--- src/sensor_status_pkg.sv ---
// Constants and carrier types for the sensor device status/control bank.
// Assumes a single 200 MHz clock and a bus decoder that hands over
// already-decoded register accesses one cycle at a time.
package sensor_status_pkg;

    // ==============================================================
    // Register offsets (6-bit bus register address)
    // ==============================================================
    localparam logic [5:0] ADDR_DEV_NUM = 6'h00;
    localparam logic [5:0] ADDR_CAPS = 6'h03;
    localparam logic [5:0] ADDR_STATUS = 6'h04;
    localparam logic [5:0] ADDR_CONTROL = 6'h05;
    localparam logic [5:0] ADDR_FUNC_BASE = 6'h08;
    localparam logic [5:0] ADDR_READOUT = 6'h09;

    // ==============================================================
    // Field positions
    // ==============================================================
    localparam int ST_EVT_BIT = 0;
    localparam int ST_ERR_BIT = 4;
    localparam int ST_NACK_BIT = 7;
    localparam int CT_RESET_BIT = 0;
    localparam int CT_SHUT_BIT = 1;
    localparam int CT_LOWP_BIT = 2;
    localparam int CT_EN_BIT = 4;

    // ==============================================================
    // Reset values, masks and fixed codes
    // ==============================================================
    localparam logic [7:0] STATUS_RST = 8'h00;
    localparam logic [15:0] CONTROL_RST = 16'h0000;
    localparam logic [15:0] CTRL_WMASK = 16'h0017;
    localparam logic [15:0] BCAST_WMASK = 16'h0003;
    localparam logic [2:0] DEVNUM_PIN_LOW = 3'h1;
    localparam logic [2:0] DEVNUM_PIN_HIGH = 3'h7;
    localparam logic [3:0] FUNC_TYPE_TEMP = 4'h1;
    localparam int LOWP_SLOWDOWN = 4;

    // ==============================================================
    // Timing
    // ==============================================================
    localparam int CLK_PERIOD_NS = 5;
    localparam int RST_OP_TIME_NS = 20;
    localparam int RST_OP_CYCLES =
        (RST_OP_TIME_NS + CLK_PERIOD_NS - 1) / CLK_PERIOD_NS;

    // ==============================================================
    // Carrier types
    // ==============================================================
    typedef struct packed {
        logic wr;
        logic rd;
        logic bcast;
        logic [5:0] addr;
        logic [15:0] wdata;
    } reg_req_t;

    typedef struct packed {
        logic result_stored;
        logic error;
        logic nack;
    } func_evt_t;

endpackage

--- src/sensor_device_status_control.sv ---
// Device status and control register bank of a single-wire sensor slave.
// Assumes the bus bit decoder delivers one-cycle register requests on
// sys_clk and that the temperature function reports events as pulses.
//
// How it works
// - Status and control registers return to zero on every device reset.
// - Status bit 0 sets on function event; cleared by reset or handling.
// - Status bit 4 sets on function error; cleared by reset or handling.
// - Status bit 7 sets on any sent or received bus no-acknowledge.
// - Status bit 7 also clears as a side effect of reading status.
// - Status bits 3..1 and 6..5 always read zero.
// - Broadcast writes reach the control register, but only bits 1..0.
// - Control bit 0 starts a device reset and clears itself when done.
// - Control bit 1 set halts all functions in shutdown mode.
// - Control bit 2 set slows functions fourfold in low-power mode.
// - Control bit 3 and bits 15..5 always read zero.
// - Control bit 4 enables the temperature function; disabled after reset.
// - Function registers stay accessible while the function is disabled.
// - Temperature function reports type code 0001 in its capability word.
// - Device reset aborts operations, restarts and loads all defaults.
// - Device number is 001 with select pin low, 111 with it high.
// - Reading the readout register clears function event and error flags.
// - A result arriving before the last is read sets the error flag.
`timescale 1ns/100ps

module sensor_device_status_control #(
    parameter int SCAN_DIV = 1000
) (
    input wire logic sys_clk, // 200 MHz clock
    input wire logic srst, // synchronous reset, active high
    input wire logic addr_select_pin, // address-select pin, asynchronous
    input wire sensor_status_pkg::reg_req_t reg_req, // register request
    input wire sensor_status_pkg::func_evt_t func_evt, // event pulses
    input wire logic [15:0] func_rdata, // function register read data
    output logic [15:0] reg_rdata, // read data, registered
    output logic reg_rvalid, // read data valid, one-cycle pulse
    output logic func_sel, // request targets a function register
    output logic [2:0] device_number_field, // bus device number
    output logic function_one_enable, // function runs (enabled, not shut, no device reset)
    output logic shutdown_mode, // shutdown selected
    output logic reduced_power_select, // low-power mode selected
    output logic device_reset_active, // device reset in progress
    output logic scan_tick // conversion pacing pulse
);

    // ==============================================================
    // Elaboration checks and local sizes
    // ==============================================================
    localparam int SCAN_W = $clog2(sensor_status_pkg::LOWP_SLOWDOWN
        * SCAN_DIV + 1);
    localparam int RST_W = $clog2(sensor_status_pkg::RST_OP_CYCLES + 1);

    if (SCAN_DIV < 1) begin : g_bad_div
        $error("SCAN_DIV must be at least one");
    end

    // ==============================================================
    // Address-select pin synchroniser
    // ==============================================================
    logic sel_meta_ff;
    logic sel_sync_ff;

    always_ff @(posedge sys_clk) begin
        sel_meta_ff <= addr_select_pin;
        sel_sync_ff <= sel_meta_ff;
    end

    assign device_number_field = sel_sync_ff ?
        sensor_status_pkg::DEVNUM_PIN_HIGH :
        sensor_status_pkg::DEVNUM_PIN_LOW;

    // ==============================================================
    // Request decode
    // ==============================================================
    logic [7:0] status_ff;
    logic [15:0] control_ff;
    logic [RST_W-1:0] rst_cnt_ff;
    logic rst_done;
    logic dev_rst;
    logic hit_status;
    logic hit_control;
    logic hit_readout;
    logic rd_status;
    logic rd_readout;
    logic wr_control;
    logic [15:0] wmask;

    assign hit_status = reg_req.addr == sensor_status_pkg::ADDR_STATUS;
    assign hit_control = reg_req.addr == sensor_status_pkg::ADDR_CONTROL;
    assign hit_readout = reg_req.addr == sensor_status_pkg::ADDR_READOUT;
    assign func_sel = reg_req.addr >= sensor_status_pkg::ADDR_FUNC_BASE;
    assign rd_status = reg_req.rd && hit_status && !device_reset_active;
    assign rd_readout = reg_req.rd && hit_readout && !device_reset_active;
    // A write arriving mid-reset is dropped: the reset is about to wipe it.
    assign wr_control = reg_req.wr && hit_control && !device_reset_active;
    assign wmask = reg_req.bcast ? sensor_status_pkg::BCAST_WMASK :
        sensor_status_pkg::CTRL_WMASK;

    // ==============================================================
    // Device reset sequencing
    // ==============================================================
    assign device_reset_active = control_ff[sensor_status_pkg::CT_RESET_BIT];
    assign rst_done = device_reset_active &&
        rst_cnt_ff == RST_W'(sensor_status_pkg::RST_OP_CYCLES - 1);
    // Power-up reset and the self-timed register reset share one path.
    assign dev_rst = srst || rst_done;

    always_ff @(posedge sys_clk) begin
        if (dev_rst || !device_reset_active) begin
            rst_cnt_ff <= '0;
        end else begin
            rst_cnt_ff <= rst_cnt_ff + RST_W'(1);
        end
    end

    // ==============================================================
    // Control register
    // ==============================================================
    logic [15:0] nxt_control;

    assign nxt_control = wr_control ?
        (control_ff & ~wmask) | (reg_req.wdata & wmask) : control_ff;

    always_ff @(posedge sys_clk) begin
        if (dev_rst) begin
            control_ff <= sensor_status_pkg::CONTROL_RST;
        end else begin
            control_ff <= nxt_control;
        end
    end

    assign shutdown_mode = control_ff[sensor_status_pkg::CT_SHUT_BIT];
    assign reduced_power_select = control_ff[sensor_status_pkg::CT_LOWP_BIT];
    assign function_one_enable = control_ff[sensor_status_pkg::CT_EN_BIT] &&
        !shutdown_mode && !device_reset_active;

    // ==============================================================
    // Status register
    // ==============================================================
    logic [7:0] nxt_status;
    logic evt_set;
    logic err_set;
    logic overrun;

    // An unread result being overwritten counts as a function error.
    assign overrun = func_evt.result_stored &&
        status_ff[sensor_status_pkg::ST_EVT_BIT] && !rd_readout;
    assign evt_set = func_evt.result_stored && !device_reset_active;
    assign err_set = (func_evt.error || overrun) && !device_reset_active;

    // Status writes are not decoded at all, so the flags stay put.
    always_comb begin
        nxt_status = status_ff;
        // Set beats a clearing read of the readout in the same cycle.
        nxt_status[sensor_status_pkg::ST_EVT_BIT] = evt_set ||
            (status_ff[sensor_status_pkg::ST_EVT_BIT] && !rd_readout);
        nxt_status[sensor_status_pkg::ST_ERR_BIT] = err_set ||
            (status_ff[sensor_status_pkg::ST_ERR_BIT] && !rd_readout);
        nxt_status[sensor_status_pkg::ST_NACK_BIT] = func_evt.nack ||
            (status_ff[sensor_status_pkg::ST_NACK_BIT] && !rd_status);
        nxt_status[3:1] = 3'h0;
        nxt_status[6:5] = 2'h0;
    end

    always_ff @(posedge sys_clk) begin
        if (dev_rst) begin
            status_ff <= sensor_status_pkg::STATUS_RST;
        end else begin
            status_ff <= nxt_status;
        end
    end

    // ==============================================================
    // Read path
    // ==============================================================
    logic [15:0] rd_mux;

    always_comb begin
        rd_mux = 16'h0000;
        if (func_sel) begin
            rd_mux = func_rdata;
        end else if (hit_status) begin
            rd_mux = {8'h00, status_ff};
        end else if (hit_control) begin
            rd_mux = control_ff;
        end else if (reg_req.addr == sensor_status_pkg::ADDR_DEV_NUM) begin
            rd_mux = {13'h0000, device_number_field};
        end else if (reg_req.addr == sensor_status_pkg::ADDR_CAPS) begin
            rd_mux = {12'h000, sensor_status_pkg::FUNC_TYPE_TEMP};
        end
    end

    always_ff @(posedge sys_clk) begin
        if (srst) begin
            reg_rdata <= 16'h0000;
            reg_rvalid <= 1'b0;
        end else begin
            reg_rvalid <= reg_req.rd;
            if (reg_req.rd) begin
                reg_rdata <= rd_mux;
            end
        end
    end

    // ==============================================================
    // Conversion pacing
    // ==============================================================
    // Low-power mode stretches the period fourfold; shutdown stops it.
    logic [SCAN_W-1:0] scan_cnt_ff;
    logic [SCAN_W-1:0] scan_limit;

    assign scan_limit = reduced_power_select ?
        SCAN_W'(sensor_status_pkg::LOWP_SLOWDOWN * SCAN_DIV - 1) :
        SCAN_W'(SCAN_DIV - 1);

    always_ff @(posedge sys_clk) begin
        if (dev_rst || !function_one_enable) begin
            scan_cnt_ff <= '0;
            scan_tick <= 1'b0;
        end else if (scan_cnt_ff >= scan_limit) begin
            scan_cnt_ff <= '0;
            scan_tick <= 1'b1;
        end else begin
            scan_cnt_ff <= scan_cnt_ff + SCAN_W'(1);
            scan_tick <= 1'b0;
        end
    end
endmodule

--- config.mk ---
export PLATFORM = sky130hd
export DESIGN_NAME = sensor_device_status_control
export DESIGN_NICKNAME = d
export VERILOG_FILES = /design/src/sensor_status_pkg.sv /design/src/sensor_device_status_control.sv
export SDC_FILE = /design/constraint.sdc
export NUM_CORES = 1
export LEC_CHECK = 0
export CAP_MARGIN = 40
export CORE_ASPECT_RATIO = 0.5
export CORE_MARGIN = 4
export CORE_UTILIZATION = 41
export CTS_BUF_LIST = sky130_fd_sc_hd__clkbuf_8
export DETAILED_ROUTE_END_ITERATION = 10
export DONT_BUFFER_PORTS = 1
export PLACE_DENSITY_LB_ADDON = 0.1
export SYNTH_ARGS = -nofsm -noshare
export SYNTH_HDL_FRONTEND = slang
export SYNTH_SLANG_ARGS = --single-unit
--- constraint.sdc ---
create_clock -name sys_clk -period 3.4 [get_ports sys_clk]
set_input_delay 0.17 -clock sys_clk [delete_from_list [all_inputs] [get_ports sys_clk]]
set_output_delay 0.17 -clock sys_clk [all_outputs]
set_load 0.05 [all_outputs]
# Yosys cells after proc, flatten, opt, wreduce, memory -nomap -nowiden
# Cells that the tools add are included.
[totals]
ff_bits = 59
inputBits = 47
out_inout_bits = 26
[op_classes]
add_sub_neg = 2
magnitude_cmp = 2
n_eq_ne = 5
muxes = 9
bitwise = 4
n_reduce_logical = 30
[ops]
columns = ["cell", "n"]
rows = [
  ["16-bit two-way mux", 3],
  ["16-bit AND", 1],
  ["16-bit by 5-bit AND with 16-bit output", 1],
  ["1-bit logical AND", 16],
  ["5-bit NOT with 16-bit output", 1],
  ["16-bit bitwise OR", 1],
  ["12-bit by 1-bit adder with 12-bit output, second input constant", 1],
  ["6-bit by 3-bit == test with 1-bit output, second input constant", 2],
  ["12-bit >= comparator", 1],
  ["12-bit two-way mux", 1],
  ["1-bit logical OR", 7],
  ["6-bit by 2-bit == test with 1-bit output, second input constant", 1],
  ["6-bit by 4-bit == test with 1-bit output, second input constant", 1],
  ["6-bit by 4-bit >= comparator with 1-bit output, second input constant", 1],
  ["6-bit logical NOT", 1],
  ["3-bit two-way mux", 2],
  ["1-bit logical NOT", 5],
  ["5-bit two-way mux", 1],
  ["3-bit by 1-bit adder with 3-bit output, second input constant", 1],
  ["3-bit by 2-bit == test with 1-bit output, second input constant", 1],
  ["1-bit two-way mux", 2],
  ["2-bit OR reduction", 1],
]

# Longest topological paths before layout
[depth]
word_depth = 8
ltp_mapped = 7
mapped_depth_nobuf = 6

# Least setup slack after synthesis
# No wires, ideal clock.
[synth_path]
kind = "register to register"
start = "reg control_ff[0]"
end = "reg scan_cnt_ff[3]"
setup_time_ns = 0.078
arrival_ns = 2.624
t_required_ns = 3.322
path_slack_ns = 0.698
stages_incl_launch_ff = 6
path_cell_list = "dfxtp_1 -> clkbuf_1 -> nor3b_1 -> nand2b_1 -> clkbuf_1 -> nor3_1"
[synth_via]
elab_chain_len = 5
word_cells_on_any_way = 7
[synth_lines]
columns = ["element", "line_no", "source"]
rows = [
  ["from (decl)", "sensor_device_status_control.sv:76", "logic [15:0] control_ff;"],
  ["from (signal assigned)", "sensor_device_status_control.sv:126", "control_ff <= sensor_status_pkg::CONTROL_RST;"],
  ["from (signal assigned)", "sensor_device_status_control.sv:128", "control_ff <= nxt_control;"],
  ["1-bit logical NOT", "sensor_device_status_control.sv:135", "!shutdown_mode && !device_reset_active;"],
  ["1-bit logical AND", "sensor_device_status_control.sv:135", ""],
  ["named net function_one_enable", "sensor_device_status_control.sv:39", "output logic function_one_enable,"],
  ["1-bit logical NOT", "sensor_device_status_control.sv:217", "if (dev_rst || !function_one_enable) begin"],
  ["1-bit logical OR", "sensor_device_status_control.sv:217", ""],
  ["2-bit OR reduction (no source line)", "-", ""],
  ["to (signal assigned)", "sensor_device_status_control.sv:224", "scan_cnt_ff <= scan_cnt_ff + SCAN_W'(1);"],
  ["to (decl)", "sensor_device_status_control.sv:209", "logic [SCAN_W-1:0] scan_cnt_ff;"],
]
# The timed path passes the listed nets, and every way through them passes these cells.
# A chain may end at the register's enable or synchronous reset.

==> flow_summary_export.csv <==
group,metric,value,unit
run_status,status,"finished, final reports clean",
synthesis,synthFlopType,"dfxtp_1",
worst_setup_path,cp.arrival,2690,ps
timing,max_freq,0.397,GHz
cts,clock_latency,290,ps
timing,rsz0062_at_grt,"no",
power,ir_drop,0.152,mV
grt,antenna_found_initial,0,
power,power_density,457,mW/mm²
layout,fin_nets,274,
synthesis,synth_edf_count,0,
synthesis,ys_warn_count,0,
timing,fin_crit,2520,ps
layout,final_cell_mix,"dfxtp_1, nand3_1, nor3_1",
cts,cts.sinks,42,
grt,grt_pass1_wl,6930,µm
cts,clockBufferDepth,2,
synthesis,synthTopCellsByArea,"dfxtp_1, ha_1, nand3_1",
detailed_routing,drt-pass1-iter-count,4,
timing,finalCritPeriodShare,74.0,%
detailed_routing,wirelength,4110,µm
power,p_int,0.692,mW
die,die_h,56.1,µm
synthesis,synth.distinct_cells,39,
detailed_routing,ant_nets,0,
worst_setup_path,critPathRequiredTime,3570,ps
layout,multi_input_area,967,µm²
layout,n_antenna_cell,0,
power,power_frac_seq,59.2,%
detailed_routing,drc_errors,0,
cts,cts_tree,"built",
cts,cts_root_buf,"clkbuf_8",
timing,tightest_slew,815,ps
worst_setup_path,cp_slowest_cell,"dfxtp_1",
layout,syn_to_final_growth,9.19,%
worst_setup_path,start_kind,"flop",
power,p_clk_share,35.0,%
detailed_routing,drt_iter0_markers,110,
timing,skew,5.36,ps
place,dp_hpwl,2930,µm
power,pwr-share-comb,5.8,%
synthesis,synth_nets,272,
cts,clkTransAtPathRegs,80,ps
worst_setup_path,worst_path_largest_cell_delay,690,ps
worst_setup_path,path_cells,"inv_1, ha_1, nor4_1, a211oi_1, a221o_1, nor2b_1",
die,initial_core_util,42.8,%
timing,finalMaxSlewViolations,0,
die,rows,17,
synthesis,syn_avg_cell_area,8.76,µm²
synthesis,netlist.area_leader.share,44.4,%
worst_setup_path,critPathTopFamily,"flip-flops",
die,io_pins,73,
timing,setup_viol,0,
timing,slew_headroom,45.6,%
cts,cts_buffers,5,
layout,drive_above_1_share,6.85,%
grt,grt_max_degree,31,
timing,finalHoldViolations,0,
detailed_routing,viasPerCell,5.43,
detailed_routing,vias,1498,
power,p_sw_share,26.7,%
worst_setup_path,cp_max_fo,13,
grt,grt_pass1_vias,1437,
power,p_leak,0.711,nW
layout,fillers,463,
grt,track_usage,14.8,%
synthesis,ys_seq_area_share,44.4,%
place,place.gp.congestion,0.771,
power,p_sw,0.253,mW
cts,h-tree-depth,2,
detailed_routing,wire_per_inst,14.9,µm
cts,cts_resized,0,
worst_setup_path,cp.buffers_inverters,1,
synthesis,syn_inst,216,
synthesis,netlist_area,0.00189,mm²
synthesis,synth-async-reset-ratio,0,%
run,maxCapViolCount,0,
timing,finalSetupTns,0,ps
cts,cts_setup_buffers,0,
worst_setup_path,end_kind,"flop",
die,core_area,0.00442,mm²
power,power,0.944,mW
die,fp.dieW,104,µm
worst_setup_path,worstSetupPathType,"flop to flop",
synthesis,synth_largest_area_cell,"dfxtp_1",
place,io_buffers,0,
die,die_area,0.00583,mm²
synthesis,ys_seq_elements,42,
grt,gr-total-overflow,0,
layout,seq_area,841,µm²
layout,mostFrequentLayoutCell,"dfxtp_1",
hold_path,hold_path_class,"input port to flop",
cts,ctsHoldBuffers,4,
[cells in the mapped netlist (2+ instances only)]
cell type / count
nand2_1: 7
a211oi_1: 4
ha_1: 9
nor3_1: 17
dfxtp_1: 42
buf_4: 3
nor2b_1: 5
xnor2_1: 9
clkbuf_1: 9
inv_1: 8
o21ai_0: 6
nor2_1: 14
nand2b_1: 13
a22oi_1: 2
a21oi_1: 16
nand3_1: 22
nor4b_1: 2
nor4_1: 5
nand4_1: 2
o31ai_1: 2
[routing by layer]
layer	part of all wire, %	track usage (%)
met3	6.1	5.33
met1	44	17.2
met2	49	25.5
met4	1.4	5.11
met5	0	0
[worst paths after layout]
check,start,end,slack [ps],cells after the start
max,flop,scan_tick,880,6
min,reg_req[4],flop,8,2
max reg2reg,flop,scan_tick,880,6
min reg2reg,sel_meta_ff,sel_sync_ff,330,0
[power by group through the flow]
stage	sequential (mW)	combinational, mW	clock [mW]
finish	0.559	0.0545	0.331
global route	0.561	0.0611	0.369
CTS	0.559	0.0553	0.344
detailed placement	0.571	0.0479	0
global placement	0.571	0.0466	0
floorplan	0.568	0.0496	0
[registers in the layout (all words and copies together), names as in the netlist, named ones only]
name / flops
rst_cnt_ff: 3
status_ff: 3
reg_rdata: 16
scan_tick: 1
control_ff: 2
sel_meta_ff: 1
reg_rvalid: 1
scan_cnt_ff: 12
sel_sync_ff: 1
[logic make-up (layout without fill, tap and decap cells)]
family                   after synthesis  count (layout)  synth area share [%]
XOR/XNOR                              10              10                  4.63
buffers and inverters                 21              24                  4.76
AO/OA/AOI/OAI                         37              37                  12.2
other                                  1               1                 0.198
AND/OR/NAND/NOR                       95              95                  27.4
multiplexers                           1               1                 0.529
adder cells (fa/ha/maj)                9               9                  5.95
flip-flops                            42              42                  44.4
[cell type report]
type | instances | share of cell area [%]
clock buffers | 6 | 4.00
clock inverters | 2 | 0.424
inverters | 9 | 1.63
multi-input cells | 153 | 46.8
flip-flops and latches | 42 | 40.7
well taps | 57 | 3.45
repair buffers | 7 | 3.03
[stage by stage]
step / cells / instance area [µm²] / worst slack [ps] / hold WS, ps / util (%)
after floorplan: 216 / 1890 / 698 / 198 / -
after global placement: 263 / 1930 / 883 / 198 / 43.6
after detailed placement: 264 / 1940 / 844 / 198 / 43.8
after CTS: 276 / 2070 / 822 / 3.55 / 46.7
after global routing: 276 / 2070 / 680 / 9.85 / 46.7
final: 276 / 2070 / 884 / 7.61 / 46.7
No activity file was read; power rests on OpenSTA's default activity.
